--- config.mk ---
export PLATFORM = sky130hd
export DESIGN_NAME = integer_add_family_datapath
export DESIGN_NICKNAME = d
export VERILOG_FILES = /design/src/verilog/add_family_pkg.sv /design/src/verilog/gpr_file.sv /design/src/verilog/integer_add_family_datapath.sv
export SDC_FILE = /design/constraint.sdc
export NUM_CORES = 2
export LEC_CHECK = 0
export ABC_AREA = 1
export BUFFER_PORTS_ARGS = -buffer_cell sky130_fd_sc_hd__buf_2
export CAP_MARGIN = 5
export CORE_MARGIN = 4
export CORE_UTILIZATION = 30
export CTS_CLUSTER_SIZE = 14
export DETAILED_ROUTE_END_ITERATION = 8
export PLACE_DENSITY_LB_ADDON = 0.3
export REMOVE_ABC_BUFFERS = 1
export SKIP_CTS_REPAIR_TIMING = 1
export SLEW_MARGIN = 20
export SYNTH_ARGS = -nofsm -noshare
export SYNTH_HDL_FRONTEND = slang
export SYNTH_SLANG_ARGS = --single-unit
export TNS_END_PERCENT = 5
--- constraint.sdc ---
create_clock -name SYS_CLK -period 5.95 [get_ports SYS_CLK]
set_input_delay 0.595 -clock SYS_CLK [delete_from_list [all_inputs] [get_ports SYS_CLK]]
set_output_delay 0.595 -clock SYS_CLK [all_outputs]
set_load 0.02 [all_outputs]
--- src/verilog/add_family_pkg.sv ---
// Constants and encodings for the integer add-family execution unit
package add_family_pkg;

    // Primary and extended opcodes
    localparam logic [5:0] OPC_PRIMARY_X      = 6'h1F;
    localparam logic [8:0] XO_SUM             = 9'h10A;
    localparam logic [8:0] XO_SUM_CARRY       = 9'h00A;
    localparam logic [8:0] XO_SUM_EXTENDED    = 9'h08A;
    localparam logic [8:0] XO_SUM_MINUS_ONE   = 9'h0EA;
    localparam logic [5:0] OPC_CONSTANT       = 6'h0E;
    localparam logic [5:0] OPC_CONSTANT_HIGH  = 6'h0F;
    localparam logic [5:0] OPC_CONSTANT_CARRY = 6'h0C;
    localparam logic [5:0] OPC_CONSTANT_CREC  = 6'h0D;

    // Instruction field positions, bit 0 is the word's least significant bit
    localparam int OPC_MSB    = 31;
    localparam int DEST_MSB   = 25;
    localparam int SRCA_MSB   = 20;
    localparam int SRCB_MSB   = 15;
    localparam int WRAP_EN_POS = 10;
    localparam int XO_MSB     = 9;
    localparam int REC_POS    = 0;

    localparam int DATA_WIDTH  = 32;
    localparam int GPR_COUNT   = 32;
    localparam int CONST_WIDTH = 16;

    // Condition field bit positions inside the 4-bit field
    localparam int CF_LT = 3;
    localparam int CF_GT = 2;
    localparam int CF_EQ = 1;
    localparam int CF_SO = 0;

    localparam logic [3:0] COND_FIELD_RESET = 4'h0;

    typedef enum logic [2:0]
    {
        ST_IDLE  = 3'b001,
        ST_EXEC  = 3'b010,
        ST_WRITE = 3'b100
    } phase_type;

endpackage : add_family_pkg

--- src/verilog/gpr_file.sv ---
// General-purpose register file with registered read data
`timescale 1ns/1ps

module gpr_file
#(
    parameter int WIDTH = 32,
    parameter int COUNT = 32
)
(
    input  wire logic                     clk,
    input  wire logic [$clog2(COUNT)-1:0] rd_a_idx,
    input  wire logic [$clog2(COUNT)-1:0] rd_b_idx,
    output logic      [WIDTH-1:0]         rd_a_data,
    output logic      [WIDTH-1:0]         rd_b_data,
    input  wire logic                     wr_en,
    input  wire logic [$clog2(COUNT)-1:0] wr_idx,
    input  wire logic [WIDTH-1:0]         wr_data
);

    logic [WIDTH-1:0] mem [COUNT];

    // No reset: contents are undefined until software loads them
    always_ff @(posedge clk)
    begin
        if (wr_en)
            mem[wr_idx] <= wr_data;
        rd_a_data <= mem[rd_a_idx];
        rd_b_data <= mem[rd_b_idx];
    end

endmodule : gpr_file

--- src/verilog/integer_add_family_datapath.sv ---
// Integer add-family execution unit with carry, overflow and condition updates
`timescale 1ns/1ps

// Functional notes
// [RULE_01] Register sum writes ra plus rb
// [RULE_02] Record bit updates condition field zero
// [RULE_03] Wrap enable updates sticky and signed flags
// [RULE_04] Carry forms set carry on unsigned overflow
// [RULE_05] Extended sum adds carry-in too
// [RULE_06] Constant op with source zero loads constant
// [RULE_07] Constant op adds, carry left unchanged
// [RULE_08] Constant carry op sets carry flag
// [RULE_09] Recording constant carry always updates condition
// [RULE_10] High constant shifted up, source zero loads
// [RULE_11] High constant adds to register only
// [RULE_12] Minus-one op adds ra, carry, minus one
// [RULE_13] Subtract-constant is negated constant carry op
// [RULE_14] Condition from signed compare plus sticky
// [RULE_15] Signed overflow flag, sticky only sets
module integer_add_family_datapath
(
    // Clock and reset
    input  wire logic        SYS_CLK,
    input  wire logic        SYS_RST,
    // Instruction issue from decode
    input  wire logic        ISSUE_VALID,
    input  wire logic [31:0] ISSUE_INSTR,
    output logic             ISSUE_READY,
    // Retirement
    output logic             DONE,
    output logic             ILLEGAL,
    output logic [31:0]      RESULT,
    // Exception and condition state
    output logic             UNSIGNED_WRAP_FLAG,
    output logic             SIGNED_WRAP_FLAG,
    output logic             STICKY_WRAP_FLAG,
    output logic [3:0]       COND_FIELD_ZERO
);

    localparam int IW = $clog2(add_family_pkg::GPR_COUNT);
    localparam int DW = add_family_pkg::DATA_WIDTH;
    localparam int CW = add_family_pkg::CONST_WIDTH;

    // Unit state outside the register file, registered in one place
    typedef struct packed
    {
        add_family_pkg::phase_type phase;
        logic                      ready;
        logic                      done;
        logic                      illegal;
        logic [31:0]               instr;
        logic [31:0]               result;
        logic                      unsigned_wrap_flag;
        logic                      signed_wrap_flag;
        logic                      sticky_wrap_flag;
        logic [3:0]                cond_field_zero;
    } state_type;

    state_type     cur;
    state_type     next_state;

    // Decode of the held instruction
    logic [5:0]    opcode;
    logic [8:0]    ext_opcode;
    logic [IW-1:0] dest_gpr;
    logic [IW-1:0] src_gpr_a;
    logic [IW-1:0] src_gpr_b;
    logic [CW-1:0] constant_field;
    logic          srca_is_zero;
    logic          cond_record_bit;
    logic          op_sum;
    logic          op_sum_carry;
    logic          op_sum_extended;
    logic          op_sum_minus_one;
    logic          op_constant;
    logic          op_constant_high;
    logic          op_constant_carry;
    logic          op_constant_crec;
    logic          op_extended_form;
    logic          legal;
    logic          writes_carry;
    logic          wrap_enable;
    logic          cond_record;

    // Adder path
    logic [DW-1:0] sign_extend;
    logic [DW-1:0] shifted_constant;
    logic [DW-1:0] operand_a;
    logic [DW-1:0] operand_b;
    logic          carry_in;
    logic [DW:0]   sum_full;
    logic          signed_wrap;
    logic          next_sticky;
    logic [3:0]    cond_value;

    // Register file access
    logic [IW-1:0] rd_a_idx;
    logic [IW-1:0] rd_b_idx;
    logic [DW-1:0] rd_a_data;
    logic [DW-1:0] rd_b_data;
    logic          gpr_wr_en;

    // Read data is registered, so indices come from the issue word at accept
    gpr_file
    #(
        .WIDTH (DW),
        .COUNT (add_family_pkg::GPR_COUNT)
    )
    gpr_file_i
    (
        .clk       (SYS_CLK),
        .rd_a_idx  (rd_a_idx),
        .rd_b_idx  (rd_b_idx),
        .rd_a_data (rd_a_data),
        .rd_b_data (rd_b_data),
        .wr_en     (gpr_wr_en),
        .wr_idx    (dest_gpr),
        .wr_data   (sum_full[DW-1:0])
    );

    always_comb
    begin
        opcode          = cur.instr[add_family_pkg::OPC_MSB -: 6];
        ext_opcode      = cur.instr[add_family_pkg::XO_MSB -: 9];
        dest_gpr        = cur.instr[add_family_pkg::DEST_MSB -: IW];
        src_gpr_a       = cur.instr[add_family_pkg::SRCA_MSB -: IW];
        src_gpr_b       = cur.instr[add_family_pkg::SRCB_MSB -: IW];
        constant_field  = cur.instr[CW-1:0];
        cond_record_bit = cur.instr[add_family_pkg::REC_POS];
        srca_is_zero    = (src_gpr_a == '0);

        op_sum           = (opcode == add_family_pkg::OPC_PRIMARY_X)
                           && (ext_opcode == add_family_pkg::XO_SUM); // RULE_01
        op_sum_carry     = (opcode == add_family_pkg::OPC_PRIMARY_X)
                           && (ext_opcode == add_family_pkg::XO_SUM_CARRY); // RULE_04
        op_sum_extended  = (opcode == add_family_pkg::OPC_PRIMARY_X)
                           && (ext_opcode == add_family_pkg::XO_SUM_EXTENDED); // RULE_05
        op_sum_minus_one = (opcode == add_family_pkg::OPC_PRIMARY_X)
                           && (ext_opcode == add_family_pkg::XO_SUM_MINUS_ONE); // RULE_12
        op_constant      = (opcode == add_family_pkg::OPC_CONSTANT); // RULE_06
        op_constant_high = (opcode == add_family_pkg::OPC_CONSTANT_HIGH); // RULE_10
        // Subtract-constant forms arrive here with a negated constant
        op_constant_carry = (opcode == add_family_pkg::OPC_CONSTANT_CARRY); // RULE_13
        // Records without a record bit; the other two such opcodes live elsewhere
        op_constant_crec  = (opcode == add_family_pkg::OPC_CONSTANT_CREC); // RULE_09
        op_extended_form  = op_sum | op_sum_carry | op_sum_extended | op_sum_minus_one;
        legal             = op_extended_form | op_constant | op_constant_high
                            | op_constant_carry | op_constant_crec;
        writes_carry      = op_sum_carry | op_sum_extended | op_sum_minus_one
                            | op_constant_carry | op_constant_crec; // RULE_04
        wrap_enable       = op_extended_form & cur.instr[add_family_pkg::WRAP_EN_POS]; // RULE_03
        cond_record       = (op_extended_form & cond_record_bit) | op_constant_crec; // RULE_02

        sign_extend      = {{(DW-CW){constant_field[CW-1]}}, constant_field};
        shifted_constant = {constant_field, {(DW-CW){1'b0}}}; // RULE_10

        // Source field zero means the value zero, not register zero
        if ((op_constant || op_constant_high) && srca_is_zero)
            operand_a = '0; // RULE_06
        else
            operand_a = rd_a_data;

        if (op_sum_minus_one)
            operand_b = '1; // RULE_12
        else if (op_constant_high)
            operand_b = shifted_constant; // RULE_11
        else if (op_constant || op_constant_carry || op_constant_crec)
            operand_b = sign_extend; // RULE_07
        else
            operand_b = rd_b_data;

        carry_in = (op_sum_extended || op_sum_minus_one) ? cur.unsigned_wrap_flag : 1'b0; // RULE_05
        sum_full = {1'b0, operand_a} + {1'b0, operand_b} + {{DW{1'b0}}, carry_in};

        signed_wrap = (operand_a[DW-1] == operand_b[DW-1])
                      && (sum_full[DW-1] != operand_a[DW-1]); // RULE_15
        next_sticky = cur.sticky_wrap_flag | (wrap_enable & signed_wrap); // RULE_15

        cond_value                         = 4'h0;
        cond_value[add_family_pkg::CF_LT]  = sum_full[DW-1]; // RULE_14
        cond_value[add_family_pkg::CF_EQ]  = (sum_full[DW-1:0] == '0);
        cond_value[add_family_pkg::CF_GT]  = !sum_full[DW-1] && (sum_full[DW-1:0] != '0);
        cond_value[add_family_pkg::CF_SO]  = next_sticky;

        if (cur.phase == add_family_pkg::ST_IDLE)
        begin
            rd_a_idx = ISSUE_INSTR[add_family_pkg::SRCA_MSB -: IW];
            rd_b_idx = ISSUE_INSTR[add_family_pkg::SRCB_MSB -: IW];
        end
        else
        begin
            rd_a_idx = src_gpr_a;
            rd_b_idx = src_gpr_b;
        end

        // Only the destination register is written, nothing else
        gpr_wr_en = (cur.phase == add_family_pkg::ST_EXEC) && legal; // RULE_11

        next_state = cur;
        case (cur.phase)
            add_family_pkg::ST_IDLE:
            begin
                next_state.done    = 1'b0;
                next_state.illegal = 1'b0;
                if (ISSUE_VALID && cur.ready)
                begin
                    next_state.instr = ISSUE_INSTR;
                    next_state.ready = 1'b0;
                    next_state.phase = add_family_pkg::ST_EXEC;
                end
            end
            add_family_pkg::ST_EXEC:
            begin
                next_state.done    = 1'b1;
                next_state.illegal = !legal;
                next_state.phase   = add_family_pkg::ST_WRITE;
                if (legal)
                    next_state.result = sum_full[DW-1:0]; // RULE_01
                if (writes_carry)
                    next_state.unsigned_wrap_flag = sum_full[DW]; // RULE_04
                if (wrap_enable)
                begin
                    next_state.signed_wrap_flag = signed_wrap; // RULE_03
                    next_state.sticky_wrap_flag = next_sticky;
                end
                if (cond_record)
                    next_state.cond_field_zero = cond_value; // RULE_02
            end
            add_family_pkg::ST_WRITE:
            begin
                next_state.done    = 1'b0;
                next_state.illegal = 1'b0;
                next_state.ready   = 1'b1;
                next_state.phase   = add_family_pkg::ST_IDLE;
            end
            default:
            begin
                next_state.done    = 1'b0;
                next_state.illegal = 1'b0;
                next_state.ready   = 1'b1;
                next_state.phase   = add_family_pkg::ST_IDLE;
            end
        endcase
    end

    always_ff @(posedge SYS_CLK or posedge SYS_RST)
    begin
        if (SYS_RST)
        begin
            cur.phase              <= add_family_pkg::ST_IDLE;
            cur.ready              <= 1'b1;
            cur.done               <= 1'b0;
            cur.illegal            <= 1'b0;
            cur.instr              <= 32'h0;
            cur.result             <= 32'h0;
            cur.unsigned_wrap_flag <= 1'b0;
            cur.signed_wrap_flag   <= 1'b0;
            cur.sticky_wrap_flag   <= 1'b0;
            cur.cond_field_zero    <= add_family_pkg::COND_FIELD_RESET;
        end
        else
            cur <= next_state;
    end

    assign ISSUE_READY        = cur.ready;
    assign DONE               = cur.done;
    assign ILLEGAL            = cur.illegal;
    assign RESULT             = cur.result;
    assign UNSIGNED_WRAP_FLAG = cur.unsigned_wrap_flag;
    assign SIGNED_WRAP_FLAG   = cur.signed_wrap_flag;
    assign STICKY_WRAP_FLAG   = cur.sticky_wrap_flag;
    assign COND_FIELD_ZERO    = cur.cond_field_zero;

    // Accepted word retires two edges later
    chk_accept_done: assert property (@(posedge SYS_CLK) disable iff (SYS_RST) // RULE_01
        (ISSUE_VALID && ISSUE_READY) |-> ##2 DONE)
        else $error("accepted instruction did not retire");

    chk_done_pulse: assert property (@(posedge SYS_CLK) disable iff (SYS_RST) // RULE_01
        DONE |=> !DONE)
        else $error("done stood longer than one cycle");

    chk_ready_drop: assert property (@(posedge SYS_CLK) disable iff (SYS_RST) // RULE_01
        (ISSUE_VALID && ISSUE_READY) |=> !ISSUE_READY)
        else $error("ready stayed high after accept");

    chk_carry_hold: assert property (@(posedge SYS_CLK) disable iff (SYS_RST) // RULE_07
        (cur.phase == add_family_pkg::ST_EXEC && !writes_carry)
        |=> $stable(UNSIGNED_WRAP_FLAG))
        else $error("carry changed by a non-carry form");

    chk_wrap_hold: assert property (@(posedge SYS_CLK) disable iff (SYS_RST) // RULE_03
        (cur.phase == add_family_pkg::ST_EXEC && !wrap_enable)
        |=> ($stable(SIGNED_WRAP_FLAG) && $stable(STICKY_WRAP_FLAG)))
        else $error("overflow flags changed without enable");

    chk_cond_hold: assert property (@(posedge SYS_CLK) disable iff (SYS_RST) // RULE_02
        (cur.phase == add_family_pkg::ST_EXEC && !cond_record)
        |=> $stable(COND_FIELD_ZERO))
        else $error("condition field changed without record");

    chk_sticky_keep: assert property (@(posedge SYS_CLK) disable iff (SYS_RST) // RULE_15
        STICKY_WRAP_FLAG |=> STICKY_WRAP_FLAG)
        else $error("sticky flag was cleared");

    chk_cond_sticky: assert property (@(posedge SYS_CLK) disable iff (SYS_RST) // RULE_14
        (cur.phase == add_family_pkg::ST_EXEC && cond_record)
        |=> (COND_FIELD_ZERO[add_family_pkg::CF_SO] == STICKY_WRAP_FLAG))
        else $error("condition fourth bit differs from sticky flag");

    cov_carry_out: cover property (@(posedge SYS_CLK) disable iff (SYS_RST)
        cur.phase == add_family_pkg::ST_EXEC && writes_carry && sum_full[DW]);

    cov_signed_wrap: cover property (@(posedge SYS_CLK) disable iff (SYS_RST)
        cur.phase == add_family_pkg::ST_EXEC && wrap_enable && signed_wrap);

    cov_implicit_record: cover property (@(posedge SYS_CLK) disable iff (SYS_RST)
        cur.phase == add_family_pkg::ST_EXEC && op_constant_crec);

    cov_illegal: cover property (@(posedge SYS_CLK) disable iff (SYS_RST)
        ILLEGAL);

endmodule : integer_add_family_datapath

==> results.cfg <==
[run_status]
outcome = complete, no violations

[setup_path]
endpoint_kind = flip-flop
cp_data_arrival_time_ps = 5940
slowest_stage = nand2_1
worstPathRequired_ps = 6640
ff2ff_setup_slack_ps = 690
crit_fanout = 33
crit_chain = nand2_1, inv_1, nand2_2, inv_1, nand2_1, nor2_1, a211oi_1, fa_1, inv_1, fa_1, nand3_1, nand3_1, nand2_1, nand2_1, nand2_1, nand2_1, nor2_1, nand2_1, nor2_1, nand4_1, nand2_1
setup.worst_path.start = cur[68]
crit_family = simple AND/OR/NAND/NOR gates
critPathLaunchType = flip-flop
max_stage_delay_ps = 650
crit_type = reg2reg
r2r_start = cur[68]
crit_top_cell = nand2_1
cp_num_buf_inv = 3

[yosys]
postSynthAreaPerCell_sq_um = 9.34
synth_xor_area_share_pct = 0.0297
synthDominantAreaCellType = edfxtp_1
yosys.area_share.simple_pct = 15.7
yosys_warnings = 0
synth_compound_area_share_pct = 17.0
synth_fa_ha_area_share_pct = 0.726
postSynthCellCount = 6314
ys_ff_latch = 1165
ys_top_cells_by_area = edfxtp_1 52%, nand3_1 7.2%, o211ai_1 6.7%
synth_top_family_by_area = compound AO/OA/AOI/OAI gates
muxShareOfSynthArea_pct = 0
ys_seq_area_share_pct = 57.6
synth_cell_types = 40
synthDominantCellAreaShare_pct = 52.1
syn_area_sq_um = 59000

[clock_tree]
clock-sinks = 1165
htreeDepth = 4
cts_tree = built
path_clk_slew_ps = 60
cts_root_buf = clkbuf_16
clk_path_buf_depth = 3
worstSkewPairLatency_ps = 790
cts_buffers = 132

[timing]
slew_headroom_pct = 21.4
fmaxAchievable_ghz = 0.190
slew_violations = 0
hold_viol_final = 0
finalCritPeriodShare_pct = 88.3
worst_pin_slew_ps = 1180
fin_crit_ps = 5260
setup_slack_ps = 694
setup_viol = 0
finalClockSkew_ps = 40.0
rsz0062_at_grt = no

[floorplan]
rows = 162
core_area_sq_um = 195000
fp.dieW_um = 451
dieArea_sq_um = 204000
initial_core_util_pct = 30.2
dieHeight_um = 451
io_pins = 77

[cells_and_area]
drive_gt1_share_pct = 7.61
final_nets = 6252
fillers = 19700
area.growth.synth_to_final_pct = 12.3

[global_routing]
grt_pass1_wl_um = 308000
grt_pass1_vias = 44200
antenna_found_initial = 11
gr-usage-all-layers_pct = 20.4
gr-total-overflow = 0
grt_max_degree = 132

[placement]
place_congestion = 0.940
place_ws_ps = 728
port_buffers = 76
dp_hpwl_um = 129000

[routing]
routed_via_density = 5.37
drt-initial-drc-count = 5652
ant_nets = 0
drt_wl_total_um = 216000
first_pass_iters = 7
drc = 0
wl_per_cell_um = 24.2
vias = 47900

[worst_hold_path]
hold_class = in2reg
hp-start = ISSUE_INSTR[22]

[flow_run]
drv_cap = 0
synthesized netlist by cell type (all sizes together):
cell / instances
clkbuf: 169
nand3: 852
o21ai: 574
buf: 324
edfxtp: 1024
nand3b: 4
dfrtp: 75
a211oi: 1
fa: 2
o31ai: 1
a41oi: 1
nor2: 217
xor2: 2
o21bai: 2
clkinv: 3
dfstp: 2
o211ai: 529
and3: 1
a21oi: 531
nand4: 17
inv: 751
or2: 3
ha: 31
and2: 5
nor3: 6
nor4: 2
o21a: 1
nand2: 1048
dfxtp: 64
a31oi: 72
flip-flops by register name (all words and copies together), names as in the netlist, 4 cells and up:
register	cells
gpr_file_i.rd_a_data	32
gpr_file_i.rd_b_data	32
gpr_file_i.mem	1024
constant_field	15
RESULT	32
cur	19
COND_FIELD_ZERO	4
kinds of logic (layout without fill, tap and decap cells):
group                    count (synthesis)  count (layout)
XOR/XNOR                                 2               2
adder cells (fa/ha/maj)                 33              33
flip-flops                            1165            1165
other                                    0              10
AND/OR/NAND/NOR                       2155            2155
buffers and inverters                 1247            1224
AO/OA/AOI/OAI                         1712            1712
metal layers:
layer / GRT usage, % / vias to the layer above / wire, um
li1: - / 22100 / -
met1: 26.6 / 23400 / 89200
met2: 33.4 / 2026 / 101000
met3: 3.02 / 434 / 14600
met4: 9.69 / 0 / 10900
met5: 0 / - / 0
worst register-to-register path, cell delays in order (launching register included):
cell      delay [ps]
dfrtp_1          380
nand2_1          120
inv_1             70
nand2_2          430
inv_1            190
nand2_1          650
nor2_1            90
a211oi_1         310
fa_1             230
inv_1             90
fa_1             560
nand3_1          170
nand3_1          200
nand2_1          160
nand2_1           60
nand2_1           80
nand2_1          600
nor2_1           370
nand2_1           90
nor2_1           170
nand4_1          100
nand2_1           90
per-stage QoR:
step | cell area [sq um] | utilization [%] | setup TNS, ps | instances | hold WS (ps)
after floorplan | 56500 | - | -269770 | 5821 | 442
after global placement | 62000 | 31.8 | 0 | 8669 | 468
after detailed placement | 62100 | 31.8 | 0 | 8672 | 469
after CTS | 66200 | 33.9 | 0 | 8913 | -146
after global routing | 66200 | 33.9 | 0 | 8917 | 13.5
final | 66300 | 33.9 | 0 | 8925 | 41.4
path summary, 6_finish.rpt:
check	endpoint	depth (start not counted)
worst max register to register	COND_FIELD_ZERO[1]	21
min in group asynchronous	RESULT[2]	3
worst min register to register	cur[67]	2
max in group asynchronous	RESULT[24]	4
worst min-delay path	cur[61]	3
worst max-delay path	COND_FIELD_ZERO[1]	21
layout make-up:
cell class              count  area, sq um  area share (%)
repair buffers            229         1920            2.90
flip-flops and latches   1165        34000            51.3
clock inverters            51          442           0.667
multi-input cells        3902        20100            30.3
well taps                2624         3280            4.96
clock buffers             190         3670            5.55
inverters                 754         2860            4.32
diodes                     10         25.0          0.0378
cell usage in the layout (no fill, tap or decap), drive strengths merged:
cell type and instances:
edfxtp 1024, and2 5, nand2 1048, nor2 217
dlygate4sd3 2, nand3 852, nand3b 4, a41oi 1
clkbuf 190, o21bai 2, bufinv 5, a31oi 72
buf 227, clkinv 36, fa 2, a211oi 1
diode 10, inv 761, nor3 6, and3 1
or2 3, nand4 17, dfstp 2, o211ai 529
o31ai 1, a21oi 531, dfxtp 64, xor2 2
dfrtp 75, o21a 1, ha 31, clkinvlp 3
o21ai 574, nor4 2
Power is not shown: default switching activity piles up to over one toggle a cycle in this logic, so the estimate is an artifact.
